## src/tvfs_defs.vh

```
// Command codes, field positions, reset values and timing counts of the supervisor.
`ifndef TVFS_DEFS_VH
`define TVFS_DEFS_VH

`define TVFS_CMD_OT_WARN      8'h51
`define TVFS_CMD_UT_WARN      8'h52
`define TVFS_CMD_UT_FAULT     8'h53
`define TVFS_CMD_UT_ACTION    8'h54
`define TVFS_CMD_VOV_FAULT    8'h55
`define TVFS_CMD_VOV_ACTION   8'h56
`define TVFS_CMD_VOV_WARN     8'h57

`define TVFS_RESP_HI          7
`define TVFS_RESP_LO          6
`define TVFS_RETRY_HI         5
`define TVFS_RETRY_LO         3
`define TVFS_DELAY_HI         2
`define TVFS_DELAY_LO         0

`define TVFS_RESP_IGNORE      2'h0
`define TVFS_RESP_RIDE        2'h1
`define TVFS_RESP_RETRY       2'h2
`define TVFS_RESP_HOLD        2'h3

`define TVFS_LIN_EXP_HI       15
`define TVFS_LIN_EXP_LO       11
`define TVFS_LIN_MANT_HI      10

`define TVFS_RST_OT_WARN      16'h007D
`define TVFS_RST_UT_WARN      16'h07E2
`define TVFS_RST_UT_FAULT     16'h07D8
`define TVFS_RST_VOV_FAULT    16'h0041
`define TVFS_RST_VOV_WARN     16'h003E
`define TVFS_RST_ACTION       8'hC0

// Fixed unit lengths in cycles of the 25 MHz clock: 10 ms ride-through and 8.2 ms between restarts.
`define TVFS_RIDE_UNIT_CYC    24'h03D090
`define TVFS_RETRY_UNIT_CYC   24'h0320C8

`endif

```

## src/tvfs_supervisor.v

```verilog
// Temperature and input over-voltage limit commands with fault response control.
//
// How it works
// - Response 00 ignores the fault entirely.
// - Response 01 rides through delay, then retries.
// - Response 10 disables at once, then retries.
// - Response 11 stays off while fault persists.
// - Retry count zero latches off until cleared.
// - Delay code n means 2^n time units.
// - Unit length comes from outside configuration register.
// - Over-temperature warning when temperature exceeds limit.
// - Under-temperature warning when temperature below limit.
// - Under-temperature fault invokes its response byte.
// - Input over-voltage fault invokes its response byte.
// - Input over-voltage warning when input exceeds limit.
// - Fixed units: 10 ms ride, 8.2 ms retry.
`timescale 1ns/1ps
`include "tvfs_defs.vh"

module tvfs_supervisor #(
  parameter [23:0] RIDE_UNIT_CYC  = `TVFS_RIDE_UNIT_CYC,
  parameter [23:0] RETRY_UNIT_CYC = `TVFS_RETRY_UNIT_CYC,
  parameter [1:0]  FIXED_UNITS    = 2'h0
) (
  // Clock and reset.
  input  wire        clk,
  input  wire        rstn,
  // Command access from the bus engine, one command per strobe.
  input  wire [7:0]  cmd_code,
  input  wire        cmd_wr,
  input  wire        cmd_rd,
  input  wire [15:0] cmd_wdata,
  output reg  [15:0] cmd_rdata,
  output reg         cmd_ack,
  output reg         cmd_unsupported,
  // Telemetry in linear format and shared delay unit.
  input  wire [15:0] temp_reading,
  input  wire [15:0] vin_reading,
  input  wire [23:0] delay_unit_cyc,
  input  wire        clear_faults,
  // Status.
  output reg         ot_warning,
  output reg         ut_warning,
  output reg         ut_fault,
  output reg         vin_ov_warning,
  output reg         vin_ov_fault,
  output reg         ut_latched_off,
  output reg         vin_ov_latched_off,
  output reg         output_disable
);

  reg  [15:0] over_temp_warning_limit;
  reg  [15:0] under_temp_warning_limit;
  reg  [15:0] under_temp_fault_limit;
  reg  [7:0]  under_temp_fault_action;
  reg  [15:0] input_overvoltage_fault_limit;
  reg  [7:0]  input_overvoltage_fault_action;
  reg  [15:0] input_overvoltage_warning_limit;

  // Linear word to signed fixed point with 16 fraction bits.
  function signed [47:0] lin_fix;
    input [15:0] w;
    reg signed [47:0] m;
    reg [4:0] ne;
    begin
      m  = {{21{w[`TVFS_LIN_MANT_HI]}}, w[`TVFS_LIN_MANT_HI:0], 16'h0000};
      ne = 5'h00 - w[`TVFS_LIN_EXP_HI:`TVFS_LIN_EXP_LO];
      if (w[`TVFS_LIN_EXP_HI])
        lin_fix = m >>> ne;
      else
        lin_fix = m <<< w[`TVFS_LIN_EXP_HI:`TVFS_LIN_EXP_LO];
    end
  endfunction

  wire signed [47:0] temp_fx  = lin_fix(temp_reading);
  wire signed [47:0] vin_fx   = lin_fix(vin_reading);
  wire signed [47:0] otw_fx   = lin_fix(over_temp_warning_limit);
  wire signed [47:0] utw_fx   = lin_fix(under_temp_warning_limit);
  wire signed [47:0] utf_fx   = lin_fix(under_temp_fault_limit);
  wire signed [47:0] vovf_fx  = lin_fix(input_overvoltage_fault_limit);
  wire signed [47:0] vovw_fx  = lin_fix(input_overvoltage_warning_limit);

  // Register access.
  always @(posedge clk or negedge rstn) begin
    if (!rstn) begin
      over_temp_warning_limit         <= `TVFS_RST_OT_WARN;
      under_temp_warning_limit        <= `TVFS_RST_UT_WARN;
      under_temp_fault_limit          <= `TVFS_RST_UT_FAULT;
      under_temp_fault_action         <= `TVFS_RST_ACTION;
      input_overvoltage_fault_limit   <= `TVFS_RST_VOV_FAULT;
      input_overvoltage_fault_action  <= `TVFS_RST_ACTION;
      input_overvoltage_warning_limit <= `TVFS_RST_VOV_WARN;
      cmd_rdata       <= 16'h0000;
      cmd_ack         <= 1'b0;
      cmd_unsupported <= 1'b0;
    end else begin
      cmd_ack         <= cmd_wr | cmd_rd;
      cmd_unsupported <= 1'b0;
      if (cmd_wr) begin
        case (cmd_code)
          `TVFS_CMD_OT_WARN:    over_temp_warning_limit <= cmd_wdata;
          `TVFS_CMD_UT_WARN:    under_temp_warning_limit <= cmd_wdata;
          `TVFS_CMD_UT_FAULT:   under_temp_fault_limit <= cmd_wdata;
          `TVFS_CMD_UT_ACTION:  under_temp_fault_action <= cmd_wdata[7:0];
          `TVFS_CMD_VOV_FAULT:  input_overvoltage_fault_limit <= cmd_wdata;
          `TVFS_CMD_VOV_ACTION: input_overvoltage_fault_action <= cmd_wdata[7:0];
          `TVFS_CMD_VOV_WARN:   input_overvoltage_warning_limit <= cmd_wdata;
          default:              cmd_unsupported <= 1'b1;
        endcase
      end else if (cmd_rd) begin
        case (cmd_code)
          `TVFS_CMD_OT_WARN:    cmd_rdata <= over_temp_warning_limit;
          `TVFS_CMD_UT_WARN:    cmd_rdata <= under_temp_warning_limit;
          `TVFS_CMD_UT_FAULT:   cmd_rdata <= under_temp_fault_limit;
          `TVFS_CMD_UT_ACTION:  cmd_rdata <= {8'h00, under_temp_fault_action};
          `TVFS_CMD_VOV_FAULT:  cmd_rdata <= input_overvoltage_fault_limit;
          `TVFS_CMD_VOV_ACTION: cmd_rdata <= {8'h00, input_overvoltage_fault_action};
          `TVFS_CMD_VOV_WARN:   cmd_rdata <= input_overvoltage_warning_limit;
          default: begin
            cmd_rdata       <= 16'h0000;
            cmd_unsupported <= 1'b1;
          end
        endcase
      end
    end
  end

  // Limit comparisons, registered.
  always @(posedge clk or negedge rstn) begin
    if (!rstn) begin
      ot_warning     <= 1'b0;
      ut_warning     <= 1'b0;
      ut_fault       <= 1'b0;
      vin_ov_warning <= 1'b0;
      vin_ov_fault   <= 1'b0;
    end else begin
      ot_warning     <= temp_fx > otw_fx;
      ut_warning     <= temp_fx < utw_fx;
      ut_fault       <= temp_fx < utf_fx;
      vin_ov_warning <= vin_fx > vovw_fx;
      vin_ov_fault   <= vin_fx > vovf_fx;
    end
  end

  // One response engine per fault: channel 0 under-temperature, channel 1 input over-voltage.
  wire [1:0]  ch_fault  = {vin_ov_fault, ut_fault};
  wire [15:0] ch_action = {input_overvoltage_fault_action, under_temp_fault_action};
  wire [1:0]  ch_off;
  wire [1:0]  ch_latched;

  genvar g;
  generate
    for (g = 0; g < 2; g = g + 1) begin : g_chan
      tvfs_fault_engine u_engine (
        .clk        (clk),
        .rstn       (rstn),
        .fault      (ch_fault[g]),
        .action     (ch_action[8*g+7:8*g]),
        .ride_unit  (FIXED_UNITS[g] ? RIDE_UNIT_CYC : delay_unit_cyc),
        .retry_unit (FIXED_UNITS[g] ? RETRY_UNIT_CYC : delay_unit_cyc),
        .clear_req  (clear_faults),
        .out_off    (ch_off[g]),
        .latched    (ch_latched[g])
      );
    end
  endgenerate

  always @(posedge clk or negedge rstn) begin
    if (!rstn) begin
      output_disable     <= 1'b0;
      ut_latched_off     <= 1'b0;
      vin_ov_latched_off <= 1'b0;
    end else begin
      output_disable     <= |ch_off;
      ut_latched_off     <= ch_latched[0];
      vin_ov_latched_off <= ch_latched[1];
    end
  end

endmodule // tvfs_supervisor

```

## src/tvfs_fault_engine.v

```verilog
// Response sequencer for one fault source: ride-through, retries, hold and latch-off.
`timescale 1ns/1ps
`include "tvfs_defs.vh"

module tvfs_fault_engine (
  // Clock and reset.
  input  wire        clk,
  input  wire        rstn,
  // Fault source and programming.
  input  wire        fault,
  input  wire [7:0]  action,
  input  wire [23:0] ride_unit,
  input  wire [23:0] retry_unit,
  input  wire        clear_req,
  // Result.
  output reg         out_off,
  output reg         latched
);

  localparam [2:0] ST_IDLE  = 3'h0;
  localparam [2:0] ST_RIDE  = 3'h1;
  localparam [2:0] ST_WAIT  = 3'h2;
  localparam [2:0] ST_LATCH = 3'h3;
  localparam [2:0] ST_HOLD  = 3'h4;

  reg  [2:0]  state;
  reg  [31:0] cnt;
  reg  [2:0]  retries_left;

  wire [1:0]  resp  = action[`TVFS_RESP_HI:`TVFS_RESP_LO];
  wire [2:0]  retry = action[`TVFS_RETRY_HI:`TVFS_RETRY_LO];
  wire [2:0]  dcode = action[`TVFS_DELAY_HI:`TVFS_DELAY_LO];
  // Delay is 2^code units; a zero unit length is stretched to one cycle.
  wire [31:0] ride_len  = {8'h00, ride_unit} << dcode;
  wire [31:0] retry_len = {8'h00, retry_unit} << dcode;
  wire [31:0] ride_ld   = (ride_len == 32'h0) ? 32'h1 : ride_len;
  wire [31:0] retry_ld  = (retry_len == 32'h0) ? 32'h1 : retry_len;
  wire        expired   = (cnt == 32'h1);

  always @(posedge clk or negedge rstn) begin
    if (!rstn) begin
      state        <= ST_IDLE;
      cnt          <= 32'h0;
      retries_left <= 3'h0;
      out_off      <= 1'b0;
      latched      <= 1'b0;
    end else begin
      if (cnt != 32'h0)
        cnt <= cnt - 32'h1;
      case (state)
        ST_IDLE: begin
          out_off <= 1'b0;
          latched <= 1'b0;
          retries_left <= retry;
          if (fault) begin
            case (resp)
              `TVFS_RESP_IGNORE: state <= ST_IDLE;
              `TVFS_RESP_RIDE: begin
                state <= ST_RIDE;
                cnt   <= ride_ld;
              end
              `TVFS_RESP_RETRY: begin
                out_off <= 1'b1;
                if (retry == 3'h0) begin
                  state   <= ST_LATCH;
                  latched <= 1'b1;
                end else begin
                  state <= ST_WAIT;
                  cnt   <= retry_ld;
                end
              end
              default: begin
                state   <= ST_HOLD;
                out_off <= 1'b1;
              end
            endcase
          end
        end
        ST_RIDE: begin
          if (!fault) begin
            state <= ST_IDLE;
            cnt   <= 32'h0;
          end else if (expired) begin
            out_off <= 1'b1;
            if (retries_left == 3'h0) begin
              state   <= ST_LATCH;
              latched <= 1'b1;
            end else begin
              state <= ST_WAIT;
              cnt   <= retry_ld;
            end
          end
        end
        ST_WAIT: begin
          // Each expiry is one restart attempt; a fault still present uses it up.
          if (expired) begin
            if (!fault) begin
              state   <= ST_IDLE;
              out_off <= 1'b0;
            end else if (retries_left == 3'h1) begin
              state   <= ST_LATCH;
              latched <= 1'b1;
            end else begin
              retries_left <= retries_left - 3'h1;
              cnt          <= retry_ld;
            end
          end
        end
        ST_LATCH: begin
          out_off <= 1'b1;
          if (clear_req && !fault) begin
            state   <= ST_IDLE;
            out_off <= 1'b0;
            latched <= 1'b0;
          end
        end
        ST_HOLD: begin
          if (!fault) begin
            state   <= ST_IDLE;
            out_off <= 1'b0;
          end
        end
        default: state <= ST_IDLE;
      endcase
    end
  end

endmodule // tvfs_fault_engine

```

## config.mk

```make
export PLATFORM = sky130hd
export DESIGN_NAME = tvfs_supervisor
export DESIGN_NICKNAME = d
export VERILOG_FILES = /design/src/tvfs_supervisor.v /design/src/tvfs_fault_engine.v
export VERILOG_INCLUDE_DIRS = /design/src
export SDC_FILE = /design/constraint.sdc
export NUM_CORES = 2
export LEC_CHECK = 0
export ABC_AREA = 1
export BUFFER_PORTS_ARGS = -buffer_cell sky130_fd_sc_hd__buf_4
export CAP_MARGIN = 20
export CORE_MARGIN = 2
export CORE_UTILIZATION = 59
export CTS_CLUSTER_SIZE = 16
export DETAILED_ROUTE_END_ITERATION = 7
export PLACE_DENSITY = 0.8
export SKIP_CTS_REPAIR_TIMING = 1
export SLEW_MARGIN = 20
export SYNTH_ARGS = -nofsm -noshare
export SYNTH_HDL_FRONTEND = slang
export SYNTH_SLANG_ARGS = --single-unit
export TNS_END_PERCENT = 20
```

## constraint.sdc

```tcl
create_clock -name clk -period 3.6 [get_ports clk]
set_input_delay 0.54 -clock clk [delete_from_list [all_inputs] [get_ports clk]]
set_output_delay 0.54 -clock clk [all_outputs]
set_load 0.02 [all_outputs]
```

==> flow_summary.ini <==
[run_status]
failed_checks = design-rule violations, negative hold slack
outcome = finished with violations

[routing]
totalWireLength_um = 98600
total_number_of_vias = 31671
remaining_drc_errors = 1
route.antenna.remaining_nets = 0
dr.pass1.iters = 8
mean_routed_wirelength_per_cell_um = 18.7
drt_iter0_drcs = 3719
detail_route.vias_per_cell = 5.99

[critical_path]
worst-r2r-setup-slack_ns = 0.13
slowest_stage = sky130_fd_sc_hd__dfrtp_1
worst_path_largest_cell_delay_ns = 0.39
timing.setup.critical_path_class = reg2reg
path_delay_family = simple AND/OR/NAND/NOR gates
cp_num_buf_inv = 6
cp-end-kind = register
path_max_fanout = 5
worstSetupStartpoint = under_temp_warning_limit[11]$_DFFE_PN0P_
regToRegStartpoint = under_temp_warning_limit[11]$_DFFE_PN0P_
worstPathRequired_ns = 4.02
critical_path.cell_chain = inv_2 -> ha_4 -> nand2_1 -> nor2_2 -> inv_2 -> nor2_4 -> inv_2 -> nand2_2 -> inv_1 -> nor2_4 -> clkinvlp_4 -> o21ai_1 -> a22oi_1 -> buf_4 -> ha_1 -> nand2_1 -> or2_2 -> a31oi_1 -> o21ba_2 -> a211oi_2 -> nand3_1 -> nand2_1
startpoint_type = register
crit_arrival_ns = 3.89

[synth]
synth-edff-count = 0
postSynthRegisterBits = 202
yosys_warnings = 0
synth_cell_types = 76
synth_cells = 4410
fraction_of_the_yosys_area_taken_by_sequential_cells_pct = 18.9
synth_async_sr_flop_share_pct = 100
synth_area_mm2 = 0.0270
synth_nets = 4733
postSynthAreaPerCell_um2 = 6.12
synth-main-ff-cell = sky130_fd_sc_hd__dfrtp_1

[cts]
cts-buffers-inserted = 24
path_clk_slew_ns = 0.07
clkSinkCount = 202
ctsLongestPathBuffers = 3
clock_tree_from_tritoncts = yes
clock_tree_root_buffer_cell = sky130_fd_sc_hd__clkbuf_16
insertion_delay_ns = 0.56
htree_levels = 1

[global_routing]
grt_start_max_net_pins = 94
globalRouteMet1Util_pct = 50.1
grtUsageMet2_pct = 65.8
grt_pass1_vias = 28913
grt_first_pass_wirelength_um = 152000
grt_usage_pct = 40.2
global_route.peak_usage_layer = met2
grtUsageMet3_pct = 4.73
grt_antenna_before_repair = 1
globalRouteOverflowTotal = 0

[power_and_ir_drop]
max-vdd-ir-drop_v = 0.000617
power_leakage_nw = 15.4
pwr_density_cell_mw_per_mm2 = 407
post-layout-total-power_w = 0.0127

[finish]
final_layout_size_suffix_gt1_share_pct = 14.2
finish.cell_count_without_fillers = 5285
layout.nets = 4989
synthToLayoutAreaGrowth_pct = 15.8

[timing]
unrepaired_setup_endpoints_after_global_routing = true
final_max_slew_violation_count = 0
hold_viol = 16
worstMarginPinSlew_ns = 0.917
fin_hold_ws_ns = -0.0376
worst_slew_margin_rel_pct = 38.7
clock_skew_ns = 0.0492
finalSetupViolCount = 0
fin_crit_sh_pct = 96.3
max_clock_freq_ghz = 0.288
post-route-min-period_ns = 3.47

[placed_design]
placed_cells = 5236
placer_congestion_estimate = 1.05
post_detail_place_hpwl_um = 79600
number_of_buffers_added_on_ports = 110

[die]
row_count = 78
floorplan.io_pins = 111
die_height_um = 218
design.die.area_mm2 = 0.0475
floorplan.die.width_um = 218
design.core.area_mm2 = 0.0453
floorplan.initialDensity_pct = 59.6

[min_path]
min-delay-path-class = in2async

[job]
maxCapViolations = 0
## cell usage after synthesis (36+ instances only)
library cell | number | area (um^2)
sky130_fd_sc_hd__nand2_1 | 1090 | 4090
sky130_fd_sc_hd__o21ai_0 | 606 | 3030
sky130_fd_sc_hd__inv_1 | 486 | 1820
sky130_fd_sc_hd__a21oi_1 | 402 | 2010
sky130_fd_sc_hd__nor2_1 | 377 | 1420
sky130_fd_sc_hd__ha_1 | 238 | 2980
sky130_fd_sc_hd__dfrtp_1 | 171 | 4280
sky130_fd_sc_hd__nand3_1 | 145 | 726
sky130_fd_sc_hd__clkbuf_1 | 125 | 469
sky130_fd_sc_hd__nor3_1 | 52 | 260
sky130_fd_sc_hd__o22ai_1 | 50 | 313
sky130_fd_sc_hd__a31oi_1 | 44 | 275
sky130_fd_sc_hd__nand4_1 | 41 | 257
sky130_fd_sc_hd__mux2i_1 | 40 | 400
sky130_fd_sc_hd__o21ai_1 | 39 | 195
sky130_fd_sc_hd__a22oi_1 | 36 | 270
## where the power goes
group,total (W),switching (W),leakage (nW),internal [W]
logic,0.00687,0.00440,12.4,0.00247
clock network,0.00275,0.00110,0.423,0.00165
registers,0.00310,0.000407,2.63,0.00270
total,0.0127,0.00591,15.4,0.00681
## worst reg2reg max path: stages, from the launching register on
cell and delay [ns]:
sky130_fd_sc_hd__dfrtp_1 0.39, sky130_fd_sc_hd__inv_2 0.09, sky130_fd_sc_hd__ha_4 0.16, sky130_fd_sc_hd__nand2_1 0.07, sky130_fd_sc_hd__nor2_2 0.16, sky130_fd_sc_hd__inv_2 0.07
sky130_fd_sc_hd__nor2_4 0.11, sky130_fd_sc_hd__inv_2 0.05, sky130_fd_sc_hd__nand2_2 0.06, sky130_fd_sc_hd__inv_1 0.07, sky130_fd_sc_hd__nor2_4 0.19, sky130_fd_sc_hd__clkinvlp_4 0.20
sky130_fd_sc_hd__o21ai_1 0.18, sky130_fd_sc_hd__a22oi_1 0.11, sky130_fd_sc_hd__buf_4 0.17, sky130_fd_sc_hd__ha_1 0.29, sky130_fd_sc_hd__nand2_1 0.07, sky130_fd_sc_hd__or2_2 0.30
sky130_fd_sc_hd__a31oi_1 0.25, sky130_fd_sc_hd__o21ba_2 0.18, sky130_fd_sc_hd__a211oi_2 0.05, sky130_fd_sc_hd__nand3_1 0.09, sky130_fd_sc_hd__nand2_1 0.06
## routing by layer
metal	up-vias	part of all wire [%]
met3	344	7.8
met1	14179	40
met2	1594	45
met5	-	0
met4	0	7.5
li1	15554	-
## state kept, by name, summed over array words and instances (netlist names), 2 cells and up
signal and cells:
over_temp_warning_limit 16, input_overvoltage_warning_limit 16, under_temp_fault_limit 16, g_chan.u_engine.latched 2, g_chan.u_engine.out_off 2, g_chan.u_engine.retries_left 6, under_temp_fault_action 8, input_overvoltage_fault_limit 16
under_temp_warning_limit 16, g_chan.u_engine.state 6, input_overvoltage_fault_action 8, cmd_rdata 16, g_chan.u_engine.cnt 64
## cell type report
type | count | area (um^2)
fillers | 4166 | 14000
inverters | 524 | 1990
repair inverters | 1 | 7.51
repair buffers | 409 | 3110
multi-input cells | 3504 | 19400
flip-flops and latches | 202 | 5090
clock inverters | 16 | 244
diodes | 1 | 2.50
well taps | 600 | 751
clock buffers | 28 | 636
## kinds of logic after synthesis
group | Yosys count | synth area share (%)
buffers and inverters | 704 | 10.3
adders and majority gates | 238 | 11.0
DFF | 202 | 18.9
and+or+nand+nor | 1798 | 27.6
xor gates and xnor gates | 51 | 1.75
muxes | 40 | 1.48
AOI/OAI and AO/OA | 1377 | 28.9
## final timing paths
path / depth (start not counted) / end
min: 1 / cmd_unsupported$_DFF_PN0_
max: 22 / ut_warning$_DFF_PN0_
max reg2reg: 22 / ut_warning$_DFF_PN0_
min in group clk: 0 / vin_ov_latched_off$_DFF_PN0_
max in group asynchronous: 2 / input_overvoltage_warning_limit[4]$_DFFE_PN1P_
min reg2reg: 0 / vin_ov_latched_off$_DFF_PN0_
## placed cells by master, fill, tap and decap left out, types with 43 or more instances in the layout
| cell type | netlist | layout |
|---|---|---|
| sky130_fd_sc_hd__nor3_1 | 52 | 52 |
| sky130_fd_sc_hd__nand2_1 | 1090 | 1088 |
| sky130_fd_sc_hd__o22ai_1 | 50 | 50 |
| sky130_fd_sc_hd__dfrtp_1 | 171 | 170 |
| sky130_fd_sc_hd__ha_1 | 238 | 234 |
| sky130_fd_sc_hd__inv_1 | 486 | 474 |
| sky130_fd_sc_hd__o21ai_1 | 39 | 73 |
| sky130_fd_sc_hd__buf_4 | 0 | 403 |
| sky130_fd_sc_hd__a21oi_1 | 402 | 389 |
| sky130_fd_sc_hd__nand3_1 | 145 | 145 |
| sky130_fd_sc_hd__o21ai_0 | 606 | 567 |
| sky130_fd_sc_hd__a31oi_1 | 44 | 43 |
| sky130_fd_sc_hd__nor2_1 | 377 | 361 |
## per-stage QoR
stage	hold slack, ns	util [%]	setup slack (ns)	TNS [ns]	instance area, um^2
finish	-0.0376	69.0	0.132	0	31300
global route	0.0350	69.0	-0.0490	-0.101	31300
CTS	0.0243	68.2	0.0422	0	30900
detailed placement	0.362	66.3	-0.186	-0.657	30000
global placement	0.372	66.3	-0.132	-0.473	30000
floorplan	0.244	-	-0.0288	-0.0955	27000
Power figures use the tool's default switching activity.
